[src/asc_pkg.sv]
// Package: register map, field positions and types of the shared-core control
package asc_pkg;
  localparam logic [7:0] ADDR_TIMING_IRQ = 8'h00;
  localparam logic [7:0] ADDR_REF_SAMPLE = 8'h04;
  localparam logic [7:0] ADDR_TRIG_SUSP  = 8'h08;
  localparam logic [7:0] ADDR_MODULE     = 8'h0c;
  localparam logic [7:0] ADDR_EVENTS     = 8'h10;
  // Timing/irq register fields
  localparam int B_REF_READY_IRQ_EN = 15;
  localparam int B_REF_ERROR_IRQ_EN = 14;
  localparam int B_EARLY_IRQ_EN     = 12;
  localparam int B_EXT_SEQ_REQ_EN   = 11;
  localparam int B_EARLY_SEL_LO     = 8;
  localparam int B_CLK_DIV_LO       = 0;
  localparam logic [15:0] MASK_TIMING_IRQ = 16'hdf7f;
  // Reference status / sample time fields
  localparam int B_REF_READY_FLAG   = 15;
  localparam int B_REF_ERROR_FLAG   = 14;
  localparam logic [15:0] MASK_SAMPLE = 16'h03ff;
  // Trigger/suspend register fields
  localparam int B_REF_SEL_LO       = 13;
  localparam int B_SUSPEND          = 12;
  localparam int B_SUSPEND_IRQ_EN   = 11;
  localparam int B_SUSPENDED_FLAG   = 10;
  localparam int B_SW_SAMPLE        = 9;
  localparam int B_SW_CH_TRIG       = 8;
  localparam int B_SW_LEVEL_TRIG    = 7;
  localparam int B_SW_COMMON_TRIG   = 6;
  localparam logic [15:0] MASK_TRIG_SUSP = 16'hfbff;
  // Module register: converter_on bit 15, shared_resolution bits 6:5
  localparam int B_CONVERTER_ON     = 15;
  localparam int B_RES_LO           = 5;
  localparam logic [15:0] MASK_MODULE = 16'h8060;
  localparam logic [1:0]  RES_RESET   = 2'h3;
  // Sticky common-event status, write one to clear
  localparam int E_REF_READY = 0;
  localparam int E_REF_ERROR = 1;
  localparam int E_SUSPENDED = 2;
  localparam logic [15:0] RESET_WORD = 16'h0000;

  typedef struct packed {
    logic       ready_irq_en;
    logic       error_irq_en;
    logic       early_irq_en;
    logic       ext_req_en;
    logic [2:0] early_sel;
    logic [6:0] clk_div;
  } asc_timing_s;

  typedef struct packed {
    logic       level;
    logic       common;
    logic       channel;
    logic [5:0] chan;
  } asc_trig_s;
endpackage : asc_pkg

[src/asc_ctrl.sv]
// Shared-core clock, sample timing, early interrupt and software triggers
//
// Decided for this implementation: the APB register port and the register addresses.
`timescale 1ns/100ps
`default_nettype none
// Contract
// RL1 - Ready enable routes band gap ready to irq
// RL2 - Error enable routes reference error to irq
// RL3 - Early enable picks early or ready channel irq
// RL4 - External sequencer requests pass only when enabled
// RL5 - Early flag N+1 core clocks before ready
// RL6 - Software avoids invalid early select codes
// RL7 - Core clock lasts 2N source clocks, min 2
// RL8 - Ready flag follows band gap, read only
// RL9 - Error flag sets when band gap lost while on
// RL10 - Sample time is N+2 core clocks
// RL11 - Software writes only reference select zero
// RL12 - Suspend blocks every new trigger
// RL13 - Suspended flag when suspend and cores idle
// RL14 - Suspend enable raises irq on suspended flag
// RL15 - Software sampling connects selected channel
// RL16 - Channel trigger pulses once, self clears
// RL17 - Level trigger repeats while set
// RL18 - Common trigger pulses once, self clears
// RL19 - Channel field picks trigger and sample input
// RL20 - Unimplemented bits ignore writes, read zero
// RL21 - Resolution codes 11,10,01,00 give 12,10,8,6
// RL22 - Converter on bit enables module
// RL23 - Writes act next edge, flags synchronised
module asc_ctrl (
  input  wire logic        clock,
  input  wire logic        rst,
  input  wire logic        psel,
  input  wire logic        penable,
  input  wire logic        pwrite,
  input  wire logic [7:0]  paddr,
  input  wire logic [31:0] pwdata,
  output logic      [31:0] prdata,
  output logic             pready,
  output logic             pslverr,
  input  wire logic        band_gap_ready,
  input  wire logic        ref_fault,
  input  wire logic        cores_busy,
  input  wire logic        seq_request,
  input  wire logic        channel_result_ready,
  input  wire logic        early_status_flag,
  output logic             core_clk_tick,
  output logic             sampling,
  output logic             conv_start,
  output logic             early_flag_out,
  output logic             channel_irq,
  output logic             common_irq,
  output logic             converter_on,
  output logic      [1:0]  shared_resolution,
  output logic      [2:0]  ref_select,
  output logic             seq_trigger,
  output logic             sw_sample_ctrl,
  output logic             sw_chan_trig_pulse,
  output logic             sw_common_trig_pulse,
  output logic             sw_level_trig,
  output logic      [5:0]  sw_trigger_channel
);
  logic [15:0] timing_reg;
  logic [9:0]  shared_sample_time;
  logic [15:0] trig_reg;
  logic [2:0]  events;
  logic [2:0]  ready_sync;
  logic [2:0]  fault_sync;
  logic [2:0]  busy_sync;
  logic        ref_ready_flag;
  logic        ref_error_flag;
  logic        suspended_flag;
  logic        suspended_q;
  logic        ready_q;
  logic [7:0]  src_cnt;
  logic [10:0] samp_cnt;
  logic [3:0]  conv_cnt;
  logic        converting;

  asc_pkg::asc_timing_s tcfg;
  asc_pkg::asc_trig_s   tsw;
  assign tcfg = asc_pkg::asc_timing_s'({timing_reg[15:14], timing_reg[12:8],
                                        timing_reg[6:0]});
  // Field order of the struct differs from the register bit order
  assign tsw  = asc_pkg::asc_trig_s'({trig_reg[asc_pkg::B_SW_LEVEL_TRIG],
                                      trig_reg[asc_pkg::B_SW_COMMON_TRIG],
                                      trig_reg[asc_pkg::B_SW_CH_TRIG],
                                      trig_reg[5:0]});

  wire wr_en   = psel && penable && pwrite;
  wire a_tim   = paddr == asc_pkg::ADDR_TIMING_IRQ;
  wire a_samp  = paddr == asc_pkg::ADDR_REF_SAMPLE;
  wire a_trig  = paddr == asc_pkg::ADDR_TRIG_SUSP;
  wire a_mod   = paddr == asc_pkg::ADDR_MODULE;
  wire a_evt   = paddr == asc_pkg::ADDR_EVENTS;
  wire a_ok    = a_tim | a_samp | a_trig | a_mod | a_evt;
  wire suspend = trig_reg[asc_pkg::B_SUSPEND];

  // Divider: half period is max(N,1) source clocks, so N=0 equals N=1
  wire [7:0] div_half = (tcfg.clk_div == 7'h00) ? 8'h01 : {1'b0, tcfg.clk_div};
  wire [7:0] div_full = 8'(div_half << 1);
  wire       tick     = src_cnt == 8'(div_full - 8'h01); // RL7

  // Conversion length in core clocks by resolution, 6..12 bits
  function automatic logic [3:0] conv_len(input logic [1:0] res);
    conv_len = 4'(4'h6 + {1'b0, res, 1'b0}); // RL21
  endfunction
  wire [3:0] early_at = 4'(tcfg.early_sel) + 4'h1; // RL5

  wire sw_trig_any = tsw.channel | tsw.common | tsw.level;
  wire ext_trig    = seq_request & tcfg.ext_req_en; // RL4
  wire new_trig    = (sw_trig_any | ext_trig) & ~suspend
                     & converter_on & ~converting & ~(|samp_cnt); // RL12

  always_ff @(posedge clock or posedge rst) begin
    if (rst) begin
      ready_sync <= 3'h0;
      fault_sync <= 3'h0;
      busy_sync  <= 3'h0;
    end else begin
      ready_sync <= {ready_sync[1:0], band_gap_ready}; // RL23
      fault_sync <= {fault_sync[1:0], ref_fault};
      busy_sync  <= {busy_sync[1:0], cores_busy};
    end
  end

  always_ff @(posedge clock or posedge rst) begin
    if (rst) begin
      ref_ready_flag <= 1'b0;
      ref_error_flag <= 1'b0;
      suspended_flag <= 1'b0;
    end else begin
      if (ready_sync[2] == ready_sync[1])
        ref_ready_flag <= ready_sync[2]; // RL8
      if (!converter_on)
        ref_error_flag <= 1'b0;
      else if ((fault_sync[2] & fault_sync[1]) |
               (ready_q & ~ready_sync[2] & ~ready_sync[1]))
        ref_error_flag <= 1'b1; // RL9 RL22
      suspended_flag <= suspend & ~converting & ~(|samp_cnt)
                        & ~busy_sync[2] & ~busy_sync[1]; // RL13
    end
  end

  always_ff @(posedge clock or posedge rst) begin
    if (rst) begin
      ready_q     <= 1'b0;
      suspended_q <= 1'b0;
    end else begin
      ready_q     <= ref_ready_flag;
      suspended_q <= suspended_flag;
    end
  end

  wire ev_ready = ref_ready_flag & ~ready_q;
  wire ev_susp  = suspended_flag & ~suspended_q;
  logic err_q;
  always_ff @(posedge clock or posedge rst) begin
    if (rst)
      err_q <= 1'b0;
    else
      err_q <= ref_error_flag;
  end
  wire ev_err_rise = ref_error_flag & ~err_q;
  wire [2:0] ev_set = {ev_susp, ev_err_rise, ev_ready};
  wire [2:0] ev_clr = (wr_en && a_evt) ? pwdata[2:0] : 3'h0;

  always_ff @(posedge clock or posedge rst) begin
    if (rst)
      events <= 3'h0;
    else
      events <= (events & ~ev_clr) | ev_set;
  end

  // Registers; hardware clears one-shot triggers one cycle after the write
  always_ff @(posedge clock or posedge rst) begin
    if (rst) begin
      timing_reg         <= asc_pkg::RESET_WORD;
      shared_sample_time <= 10'h000;
      trig_reg           <= asc_pkg::RESET_WORD;
      converter_on       <= 1'b0;
      shared_resolution  <= asc_pkg::RES_RESET;
    end else begin
      if (wr_en && a_tim)
        timing_reg <= pwdata[15:0] & asc_pkg::MASK_TIMING_IRQ; // RL20 RL23
      if (wr_en && a_samp)
        shared_sample_time <= pwdata[9:0];
      if (wr_en && a_trig)
        trig_reg <= pwdata[15:0] & asc_pkg::MASK_TRIG_SUSP; // RL20
      else begin
        trig_reg[asc_pkg::B_SW_CH_TRIG]     <= 1'b0; // RL16
        trig_reg[asc_pkg::B_SW_COMMON_TRIG] <= 1'b0; // RL18
      end
      if (wr_en && a_mod) begin
        converter_on      <= pwdata[asc_pkg::B_CONVERTER_ON]; // RL22
        shared_resolution <= pwdata[asc_pkg::B_RES_LO +: 2];
      end
    end
  end

  // Core clock, sample and conversion timing
  always_ff @(posedge clock or posedge rst) begin
    if (rst) begin
      src_cnt    <= 8'h00;
      samp_cnt   <= 11'h000;
      conv_cnt   <= 4'h0;
      converting <= 1'b0;
    end else begin
      src_cnt <= (tick || !converter_on) ? 8'h00 : 8'(src_cnt + 8'h01);
      if (new_trig)
        samp_cnt <= 11'(shared_sample_time) + 11'h002; // RL10
      else if (tick && samp_cnt != 11'h000) begin
        samp_cnt <= 11'(samp_cnt - 11'h001);
        if (samp_cnt == 11'h001 && !trig_reg[asc_pkg::B_SW_SAMPLE]) begin
          converting <= 1'b1;
          conv_cnt   <= conv_len(shared_resolution);
        end
      end else if (tick && converting) begin
        conv_cnt <= 4'(conv_cnt - 4'h1);
        if (conv_cnt == 4'h1)
          converting <= 1'b0;
      end
    end
  end

  wire hold_sample = trig_reg[asc_pkg::B_SW_SAMPLE] && samp_cnt == 11'h001;

  // Registered outputs
  always_ff @(posedge clock or posedge rst) begin
    if (rst) begin
      core_clk_tick        <= 1'b0;
      sampling             <= 1'b0;
      conv_start           <= 1'b0;
      early_flag_out       <= 1'b0;
      channel_irq          <= 1'b0;
      common_irq           <= 1'b0;
      ref_select           <= 3'h0;
      seq_trigger          <= 1'b0;
      sw_sample_ctrl       <= 1'b0;
      sw_chan_trig_pulse   <= 1'b0;
      sw_common_trig_pulse <= 1'b0;
      sw_level_trig        <= 1'b0;
      sw_trigger_channel   <= 6'h00;
    end else begin
      core_clk_tick  <= tick;
      sampling       <= (samp_cnt != 11'h000) | trig_reg[asc_pkg::B_SW_SAMPLE]; // RL15
      conv_start     <= tick && samp_cnt == 11'h001 && !hold_sample;
      early_flag_out <= converting && tick && conv_cnt == early_at; // RL5
      channel_irq    <= tcfg.early_irq_en ? early_status_flag
                                          : channel_result_ready; // RL3
      common_irq     <= |(events & {trig_reg[asc_pkg::B_SUSPEND_IRQ_EN],
                                    tcfg.error_irq_en,
                                    tcfg.ready_irq_en}); // RL1 RL2 RL14
      ref_select     <= trig_reg[asc_pkg::B_REF_SEL_LO +: 3];
      seq_trigger    <= ext_trig & ~suspend;
      sw_sample_ctrl <= trig_reg[asc_pkg::B_SW_SAMPLE];
      sw_chan_trig_pulse   <= tsw.channel & ~suspend;
      sw_common_trig_pulse <= trig_reg[asc_pkg::B_SW_COMMON_TRIG] & ~suspend; // RL18
      sw_level_trig        <= tsw.level & ~suspend; // RL17
      sw_trigger_channel   <= tsw.chan; // RL19
    end
  end

  // APB read path, zero wait states
  wire [15:0] rd_samp = {ref_ready_flag, ref_error_flag, 4'h0,
                         shared_sample_time};
  wire [15:0] rd_trig = (trig_reg & asc_pkg::MASK_TRIG_SUSP) |
                        (16'(suspended_flag) << asc_pkg::B_SUSPENDED_FLAG);
  wire [15:0] rd_mod  = {converter_on, 8'h00, shared_resolution, 5'h00};
  wire [15:0] rd_word = a_tim  ? timing_reg :
                        a_samp ? rd_samp :
                        a_trig ? rd_trig :
                        a_mod  ? rd_mod :
                        a_evt  ? {13'h0000, events} : 16'h0000;

  always_ff @(posedge clock or posedge rst) begin
    if (rst) begin
      prdata  <= 32'h00000000;
      pready  <= 1'b0;
      pslverr <= 1'b0;
    end else begin
      pready  <= psel & ~penable;
      pslverr <= psel & ~penable & ~a_ok;
      prdata  <= (psel & ~penable & ~pwrite) ? {16'h0000, rd_word} : 32'h0;
    end
  end
endmodule // asc_ctrl
`default_nettype wire

[config.mk]
export PLATFORM = sky130hd
export DESIGN_NAME = asc_ctrl
export DESIGN_NICKNAME = d
export VERILOG_FILES = /design/src/asc_pkg.sv /design/src/asc_ctrl.sv
export SDC_FILE = /design/constraint.sdc
export NUM_CORES = 1
export LEC_CHECK = 0
export ABC_AREA = 1
export CORE_UTILIZATION = 48
export CTS_BUF_LIST = sky130_fd_sc_hd__clkbuf_4 sky130_fd_sc_hd__clkbuf_8
export CTS_CLUSTER_SIZE = 28
export DETAILED_ROUTE_END_ITERATION = 12
export DONT_BUFFER_PORTS = 1
export PLACE_DENSITY = 0.65
export SLEW_MARGIN = 20
export SYNTH_ARGS = -nofsm -noshare
export SYNTH_HDL_FRONTEND = slang
export SYNTH_SLANG_ARGS = --single-unit
[constraint.sdc]
create_clock -name clock -period 4.1 [get_ports clock]
set_clock_uncertainty 0.1 [all_clocks]
set_input_delay 0.82 -clock clock [delete_from_list [all_inputs] [get_ports clock]]
set_output_delay 0.82 -clock clock [all_outputs]
set_load 0.03 [all_outputs]
# [Word-level counts from Yosys, hierarchy flattened]
# Cells that the tools add are included.
[totals] word_cells=155 register_bits=122 output_inout_bits=57
[op_classes] mux=23 n_reduce_logical=28 bitwise=50 eq_ne=11 n_addsub=7
[ops] operator="16-bit 2-to-1 mux" n=5
[ops] operator="1-bit AND" n=22
[ops] operator="11-bit 2-to-1 mux" n=2
[ops] operator="8-bit by 4-bit == test with 1-bit output, second input constant" n=2
[ops] operator="16-bit by 11-bit bitwise OR with 16-bit output" n=1
[ops] operator="1-bit logical AND" n=14
[ops] operator="1-bit NOT" n=14
[ops] operator="4-bit 2-to-1 mux" n=3
[ops] operator="10-bit by 2-bit adder with 11-bit output, second input constant" n=1
[ops] operator="11-bit by 1-bit == test with 1-bit output, second input constant" n=1
[ops] operator="11-bit nonzero test" n=1
[ops] operator="11-bit OR reduction" n=1
[ops] operator="11-bit by 1-bit subtractor with 11-bit output, second input constant" n=1
[ops] operator="1-bit 2-to-1 mux" n=9
[ops] operator="1-bit bitwise OR" n=9
[ops] operator="8-bit by 1-bit adder with 8-bit output, second input constant" n=1
[ops] operator="8-bit by 3-bit == test with 1-bit output, second input constant" n=1
[ops] operator="8-bit by 5-bit == test with 1-bit output, second input constant" n=1
[ops] operator="8-bit == test" n=1
[ops] operator="8-bit zero test" n=1
[ops] operator="8-bit 2-to-1 mux" n=1
[ops] operator="8-bit by 1-bit subtractor with 8-bit output, second input constant" n=1
[ops] operator="7-bit zero test" n=1
[ops] operator="7-bit 2-to-1 mux" n=1
[ops] operator="17 further kinds" n=24

# [Logic depth before layout (Yosys ltp)]
# Gate-level depths: netlist of run 1.
[depth] word_depth=9 mapped_depth=18 mapped_depth_nobuf=18

# [Worst setup path after synthesis of run 1]
# No wires, ideal clock.
[synth_timing] kind="flip-flop to flip-flop" from="reg timing_reg[2]" to="reg samp_cnt[3]" arrival_ns=2.134 n_path_buf=0 setup_ns=0.124 path_slack_ns=1.742 stages_incl_launch_ff=18 period_less_slack_ns=2.358 path_cell_list="dfrtp_1 nor2_2 nand3_4 nand2_1 inv_1 ha_1 nand2_1 nand2_1 nor2_1 nand3_1 nor2_1 nand2_2 nor2_4 nand3_2 nand2_1 inv_2 nand2_1 o21ai_1"
[synth_between] elab_chain_len=6
[synth_rtl] element="from (decl)" line="asc_ctrl.sv:63" source="logic [15:0] timing_reg;"
[synth_rtl] element="from (signal assigned)" line="asc_ctrl.sv:178" source="timing_reg <= asc_pkg::RESET_WORD;"
[synth_rtl] element="from (signal assigned)" line="asc_ctrl.sv:185" source="timing_reg <= pwdata[15:0] & asc_pkg::MASK_TIMING_IRQ;"
[synth_rtl] element="7-bit zero test" line="asc_ctrl.sv:100" source="wire [7:0] div_half = (tcfg.clk_div == 7'h00) ? 8'h01 : {1'b0, tcfg.clk_div};"
[synth_rtl] element="7-bit 2-to-1 mux (*)" line="asc_ctrl.sv:100"
[synth_rtl] element="8-bit by 1-bit subtractor with 8-bit output (*)" line="asc_ctrl.sv:102" source="wire tick = src_cnt == 8'(div_full - 8'h01);"
[synth_rtl] element="8-bit == test (*)" line="asc_ctrl.sv:102"
[synth_rtl] element="1-bit logical AND (*)" line="asc_ctrl.sv:212" source="else if (tick && samp_cnt != 11'h000) begin"
[synth_rtl] element="2-bit nonzero test (no line) (*)"
[synth_rtl] element="to (signal assigned)" line="asc_ctrl.sv:211" source="samp_cnt <= 11'(shared_sample_time) + 11'h002;"
[synth_rtl] element="to (signal assigned)" line="asc_ctrl.sv:213" source="samp_cnt <= 11'(samp_cnt - 11'h001);"
[synth_rtl] element="to (decl)" line="asc_ctrl.sv:76" source="logic [10:0] samp_cnt;"
# Mark *: on every way between the ends. The rest lies on a longest branch, timed or not.
# A chain may end at the register's enable or synchronous reset.

# [Worst setup path in the final report of run 1]
[layout_timing] from="reg timing_reg[1]" to="reg samp_cnt[3]"
# Same word-level chain as after synthesis.

==> results of run 1 <==
## critical path, cell delays in order, from the launching register on
cell and delay (ns):
dfrtp_1 0.45, nor2_1 0.23, nand3_4 0.14, nand2_1 0.11, inv_1 0.05, ha_1 0.31
nand2_1 0.09, nand2_1 0.05, nor2_1 0.15, nand3_1 0.11, nor2_1 0.13, nand2_2 0.08
nor2_4 0.14, nand3_2 0.13, nand2_1 0.10, inv_2 0.08, nand2_1 0.06, o21ai_1 0.07
## area by class of cell
type | count | area share
clock inverters | 15 | 0.0246
multi-input cells | 442 | 0.370
flip-flops and latches | 122 | 0.477
inverters | 97 | 0.0574
clock buffers | 17 | 0.0365
repair buffers | 3 | 0.00547
well taps | 147 | 0.0287
## synthesized netlist by cell type (6+ instances only)
library cell / number
a21oi_1: 14
buf_4: 17
clkbuf_1: 7
dfrtp_1: 120
ha_1: 9
inv_1: 86
inv_2: 11
nand2_1: 145
nand2_2: 9
nand3_1: 38
nand4_1: 10
nor2_1: 43
nor2_2: 11
nor3_1: 8
o21ai_0: 58
o21ai_1: 14
o221ai_1: 6
xor2_1: 16
## routing by layer
metal | up-vias | share of wire | global-route usage
met5 | - | 0 | 0
met4 | 0 | 0.020 | 0.0947
met3 | 26 | 0.053 | 0.0605
met2 | 156 | 0.47 | 0.360
met1 | 2156 | 0.46 | 0.307
li1 | 2173 | - | -
## where the power goes
part           total, mW  internal [mW]  switching (mW)
clock network       1.06          0.504           0.556
registers           1.28           1.24          0.0396
logic              0.195         0.0548           0.141
## cells by family after synthesis
logic type      count (synthesis)  synth area share
other cells                     1          0.000634
fa+ha+maj                       9            0.0190
flops                         122             0.517
compound gates                105            0.0993
mux                             3           0.00571
simple gates                  291             0.240
buf+inv                       124            0.0919
xor+xnor                       18            0.0267
## stage by stage
step | instance area (µm²) | instances
6_report | 6400 | 843
5_1_grt | 6400 | 843
4_1_cts | 6400 | 843
3_5_place_dp | 6010 | 811
3_3_place_gp | 6010 | 811
2_1_floorplan | 5970 | 688
## path summary, 6_finish.rpt
path | from | to | slack (ns) | depth (start not counted)
min reg2reg | busy_sync[0] | busy_sync[1] | 0.26 | 0
max | timing_reg[1] | samp_cnt[3] | 1.40 | 17
max reg2reg | timing_reg[1] | samp_cnt[3] | 1.40 | 17
min | rst | shared_sample_time[9] | 0.21 | 1
min in group clock | busy_sync[0] | busy_sync[1] | 0.26 | 0
max in group asynchronous | rst | shared_resolution[1] | 2.79 | 2
==> out/results.txt, run 1 <==
Design Power: 2.53 mW
Setup TNS: 0 ns
Clock Pin Slew Worst Setup and Hold Paths: 0.09 ns
Largest net degree at the start of global routing: 95
F_max: 370 MHz
Pre-CTS setup slack: 1.24 ns
GRT Util Overall: 0.231
Synth cell types: 44
Ant. Diodes: 0
Commonest non-fill, non-tap cells in the layout: nand2_1 (145), dfrtp_1 (120), inv_1 (85)
CTS buffer count: 17
Multi-input gate area: 2370 µm²
Routed vias: 4,511
Worst-margin pin slew: 0.642 ns
Number of setup buffers added after CTS: 0
Fin crit period: 2.70 ns
CP max FO: 7
TritonRoute pass-1 iters: 5
Sequential area share after synthesis: 0.517
CP arrival: 2.93 ns
VDD IR max: 0.216 mV
Initial Util: 0.492
FF+latch area: 3060 µm²
Cells after Synth: 673
Global-route wire length before repair: 22.2 mm
Initial antenna violation count: 0
DR DRC count: 0
IO buf count: 0
Die Y: 113 µm
Layout area overhead: 8.32%
Die X: 113 µm
Htree depth: 4
Crit Path Category: register to register
Cell Area, Synth: 5910 µm²
Fin nets: 743
Commonest non-fill, non-tap cell in the layout: nand2_1
Critical Path Start Type: register
Die Area: 12,800 µm²
GP Congestion: 0.878
Ports: 108
FF+latch count, synth: 122
Vias/cell: 5.35
Layout cells sized above 1: 0.136
Synth Flop Type: dfrtp_1
Period utilization: 0.659
Clock buffer depth: 2
Status: completed
Tightest Hold Check Type: input pin to async pin
Final hold viol count: 0
Worst Hold Slack: 0.214 ns
DP HPWL: 9.65 mm
Leakage power: 3.09 nW
Async S/R FF share, synth: 1.00
Wirelength per Cell: 16.0 µm
Setup violators final: 0
Vias in the first global route: 4,376
Clock Root Buffer: clkbuf_8
PwrDens: 395 nW/µm²
CP required: 4.33 ns
GRT Residual Overflow: 0
Crit. End Element: register
Mapped Avg Cell Area: 8.78 µm²
Clk_lat worst skew: 0.45 ns
Final wirelength: 13.5 mm
Area leader, netlist: dfrtp_1
CTS tree: built
Synth top area share: 0.508
Antenna-violating nets left: 0
Post-route core utilization: 0.533
Slew headroom: 0.571
Row count: 40
EDFF count, synth: 0
Core Footprint: 12,000 µm²
Final worst slack: 1.40 ns
Slew Limit Fails: 0
# resized after CTS: 0
Total of max-cap violations: 0
Top post-synthesis cells by area: dfrtp_1 (51%), nand2_1 (9.2%), inv_1 (5.5%)
Fill cell count: 1,135
Synthesis Warnings: 0
Initial DRC Count: 351
Clock sink count: 122
Post-CTS Hold Buffers: 0
Max FFs per register: 16
RSZ-0062 raised after global routing: no
No activity file was read; power rests on OpenSTA's default activity.
==> inputs of run 2 (changes only) <==
Settings changed: PLACE_DENSITY 0.65 to unset.
Clock period 4.1 ns to 2.5 ns, I/O delays scaled along.
==> out/results.txt, run 2 (synthesis gave the netlist of run 1 again) <==
Fin nets: 760 (was 743)
Die Y: 113 µm (unchanged)
Clock buffer depth: 2 (unchanged)
Die X: 113 µm (unchanged)
Global-route wire length before repair: 23.1 mm (was 22.2 mm)
Initial DRC Count: 322 (was 351)
Largest net degree at the start of global routing: 123 (was 95)
VDD IR max: 0.384 mV (was 0.216 mV)
CP max stage delay: 0.41 ns (was 0.45 ns)
Wirelength per Cell: 16.2 µm (was 16.0 µm)
Final Cell Area: 6610 µm² (was 6400 µm²)
Final wirelength: 13.9 mm (was 13.5 mm)
Crit. Startpoint: timing_reg[3] (was timing_reg[1])
GRT Residual Overflow: 0 (unchanged)
Routed vias: 4,596 (was 4,511)
FF-to-FF setup slack: 0.17 ns (was 1.40 ns)
Placed insts: 825 (was 811)
Worst r2r src: timing_reg[3] (was timing_reg[1])
Worst reg2reg path endpoint: samp_cnt[3] (unchanged)
Row count: 40 (unchanged)
Vias/cell: 5.34 (was 5.35)
Worst Hold Slack: 0.0143 ns (was 0.214 ns)
Htree depth: 4 (unchanged)
Initial Util: 0.492 (unchanged)
CP max-delay cell: dfrtp_1 (unchanged)
Antenna-violating nets left: 0 (unchanged)
Crit Path Category: register to register (unchanged)
Slew Limit Fails: 0 (unchanged)
Core Footprint: 12,000 µm² (unchanged)
Final hold viol count: 0 (unchanged)
Clock Root Buffer: clkbuf_8 (unchanged)
Critical Path Start Type: register (unchanged)
Fin crit period: 2.33 ns (was 2.70 ns)
Tightest Hold Check Type: input pin to async pin (unchanged)
Max FFs per register: 16 (unchanged)
GRT Util Overall: 0.239 (was 0.231)
Slew headroom: 0.584 (was 0.571)
Most Frequent Cell on Critical Path: nand2_2 (was nand2_1)
GP Congestion: 0.892 (was 0.878)
WP buf/inv: 2 (unchanged)
Reg2Reg Depth: 17 (unchanged)
Commonest non-fill, non-tap cells in the layout: nand2_1 (140), dfrtp_1 (120), inv_1 (84) (was nand2_1 (145), dfrtp_1 (120), inv_1 (85))
Setup TNS: 0 ns (unchanged)
PwrDens: 635 nW/µm² (was 395 nW/µm²)
CP max FO: 6 (was 7)
CTS buffer count: 17 (unchanged)
Post-Place Cell Area: 6120 µm² (was 6010 µm²)
Number of setup buffers added after CTS: 0 (unchanged)
Leakage power: 3.17 nW (was 3.09 nW)
Crit. End Element: register (unchanged)
Worst-margin pin slew: 0.624 ns (was 0.642 ns)
Initial antenna violation count: 0 (unchanged)
Non-filler instance count after layout: 860 (was 843)
IO buf count: 0 (unchanged)
Layout cells sized above 1: 0.167 (was 0.136)
CP required: 2.73 ns (was 4.33 ns)
Total of max-cap violations: 0 (unchanged)
CTS tree: built (unchanged)
Setup violators final: 0 (unchanged)
Clock sink count: 122 (unchanged)
Clock Pin Slew Worst Setup and Hold Paths: 0.07 ns (was 0.09 ns)
RSZ-0062 raised after global routing: no (unchanged)
Layout area overhead: 11.9% (was 8.32%)
Clk_lat worst skew: 0.45 ns (about the same)
Die Area: 12,800 µm² (unchanged)
Top delay family on crit path: simple AND/OR/NAND/NOR gates (unchanged)
Design Power: 4.20 mW (was 2.53 mW)
Status: completed (unchanged)
Commonest non-fill, non-tap cell in the layout: nand2_1 (unchanged)
Vias in the first global route: 4,562 (was 4,376)
F_max: 430 MHz (was 370 MHz)
DP HPWL: 10.1 mm (was 9.65 mm)
Ports: 108 (unchanged)
Ant. Diodes: 0 (unchanged)
TritonRoute pass-1 iters: 5 (unchanged)
Crit path cell chain: nor2_4 > nand3_4 > nand2_4 > inv_2 > ha_4 > nand2_4 > nand2_2 > nor2_2 > nand3_1 > nor2_2 > nand2_2 > nor2_4 > nand3_4 > nand2_2 > inv_2 > nand2_1 > o21ai_1 (was nor2_1 > nand3_4 > nand2_1 > inv_1 > ha_1 > nand2_1 > nand2_1 > nor2_1 > nand3_1 > nor2_1 > nand2_2 > nor2_4 > nand3_2 > nand2_1 > inv_2 > nand2_1 > o21ai_1)
CP arrival: 2.56 ns (was 2.93 ns)
DR DRC count: 0 (unchanged)
Period utilization: 0.931 (was 0.659)
==> run 2: cell count changes in the layout (fill, tap and decap cells not counted), moves of 4 or more <==
cell	delta
buf_4	+14
nand2_1	-5
clkbuf_4	+4
clkinvlp_4	+4
inv_8	-4
==> run 2: layout make-up <==
type,instances,area (µm²)
Clock buffer,22,278
Clock inverter,10,120
Fill cell,1116,5400
Inverter,97,368
Multi-Input combinational cell,442,2440
Sequential cell,122,3060
Tap cell,147,184
Timing Repair Buffer,20,170
==> run 2: power by group <==
group / total [mW] / internal, mW / switching, mW
combinational: 0.343 / 0.103 / 0.240
clock: 1.76 / 0.956 / 0.807
sequential: 2.09 / 2.03 / 0.0645
==> run 2: per-layer routing <==
metal	up-vias	track usage	share of wire	wire length (µm)
met5	-	0	0	0
met1	2240	0.317	0.46	6410
li1	2196	-	-	-
met4	0	0.0921	0.016	224
met3	19	0.0659	0.056	777
met2	141	0.375	0.47	6530
==> run 2: what timing repair did <==
item                       4_1_cts  5_1_grt
hold endpoints to repair         3        0
setup endpoints to repair        1       26
hold buffers                     3        0
pin swaps                        0       13
resized for setup                2       15
==> run 2: how the worst max path moves through the flow <==
stage / end / slack (ns) / depth (start not counted)
global route: samp_cnt[9] / 0.01 / 15
global placement: samp_cnt[2] / 0.04 / 17
finish: samp_cnt[3] / 0.17 / 17
detailed placement: samp_cnt[5] / 0.002 / 15
floorplan: samp_cnt[3] / 0.14 / 17
CTS: samp_cnt[5] / 0.02 / 15
==> run 2: worst register-to-register path, cell delays in order (launching register included) <==
cell and delay [ns]:
dfrtp_1 0.41, nor2_4 0.15, nand3_4 0.10, nand2_4 0.08, inv_2 0.04, ha_4 0.22
nand2_4 0.07, nand2_2 0.05, nor2_2 0.12, nand3_1 0.09, nor2_2 0.10, nand2_2 0.07
nor2_4 0.21, nand3_4 0.14, nand2_2 0.10, inv_2 0.06, nand2_1 0.05, o21ai_1 0.06
==> run 2: stage by stage <==
step | utilization | setup WS [ns]
final | 0.551 | 0.173
after floorplan | - | 0.142
after CTS | 0.546 | 0.0230
after global routing | 0.551 | 0.0131
after detailed placement | 0.509 | 0.00240
after global placement | 0.509 | 0.0432
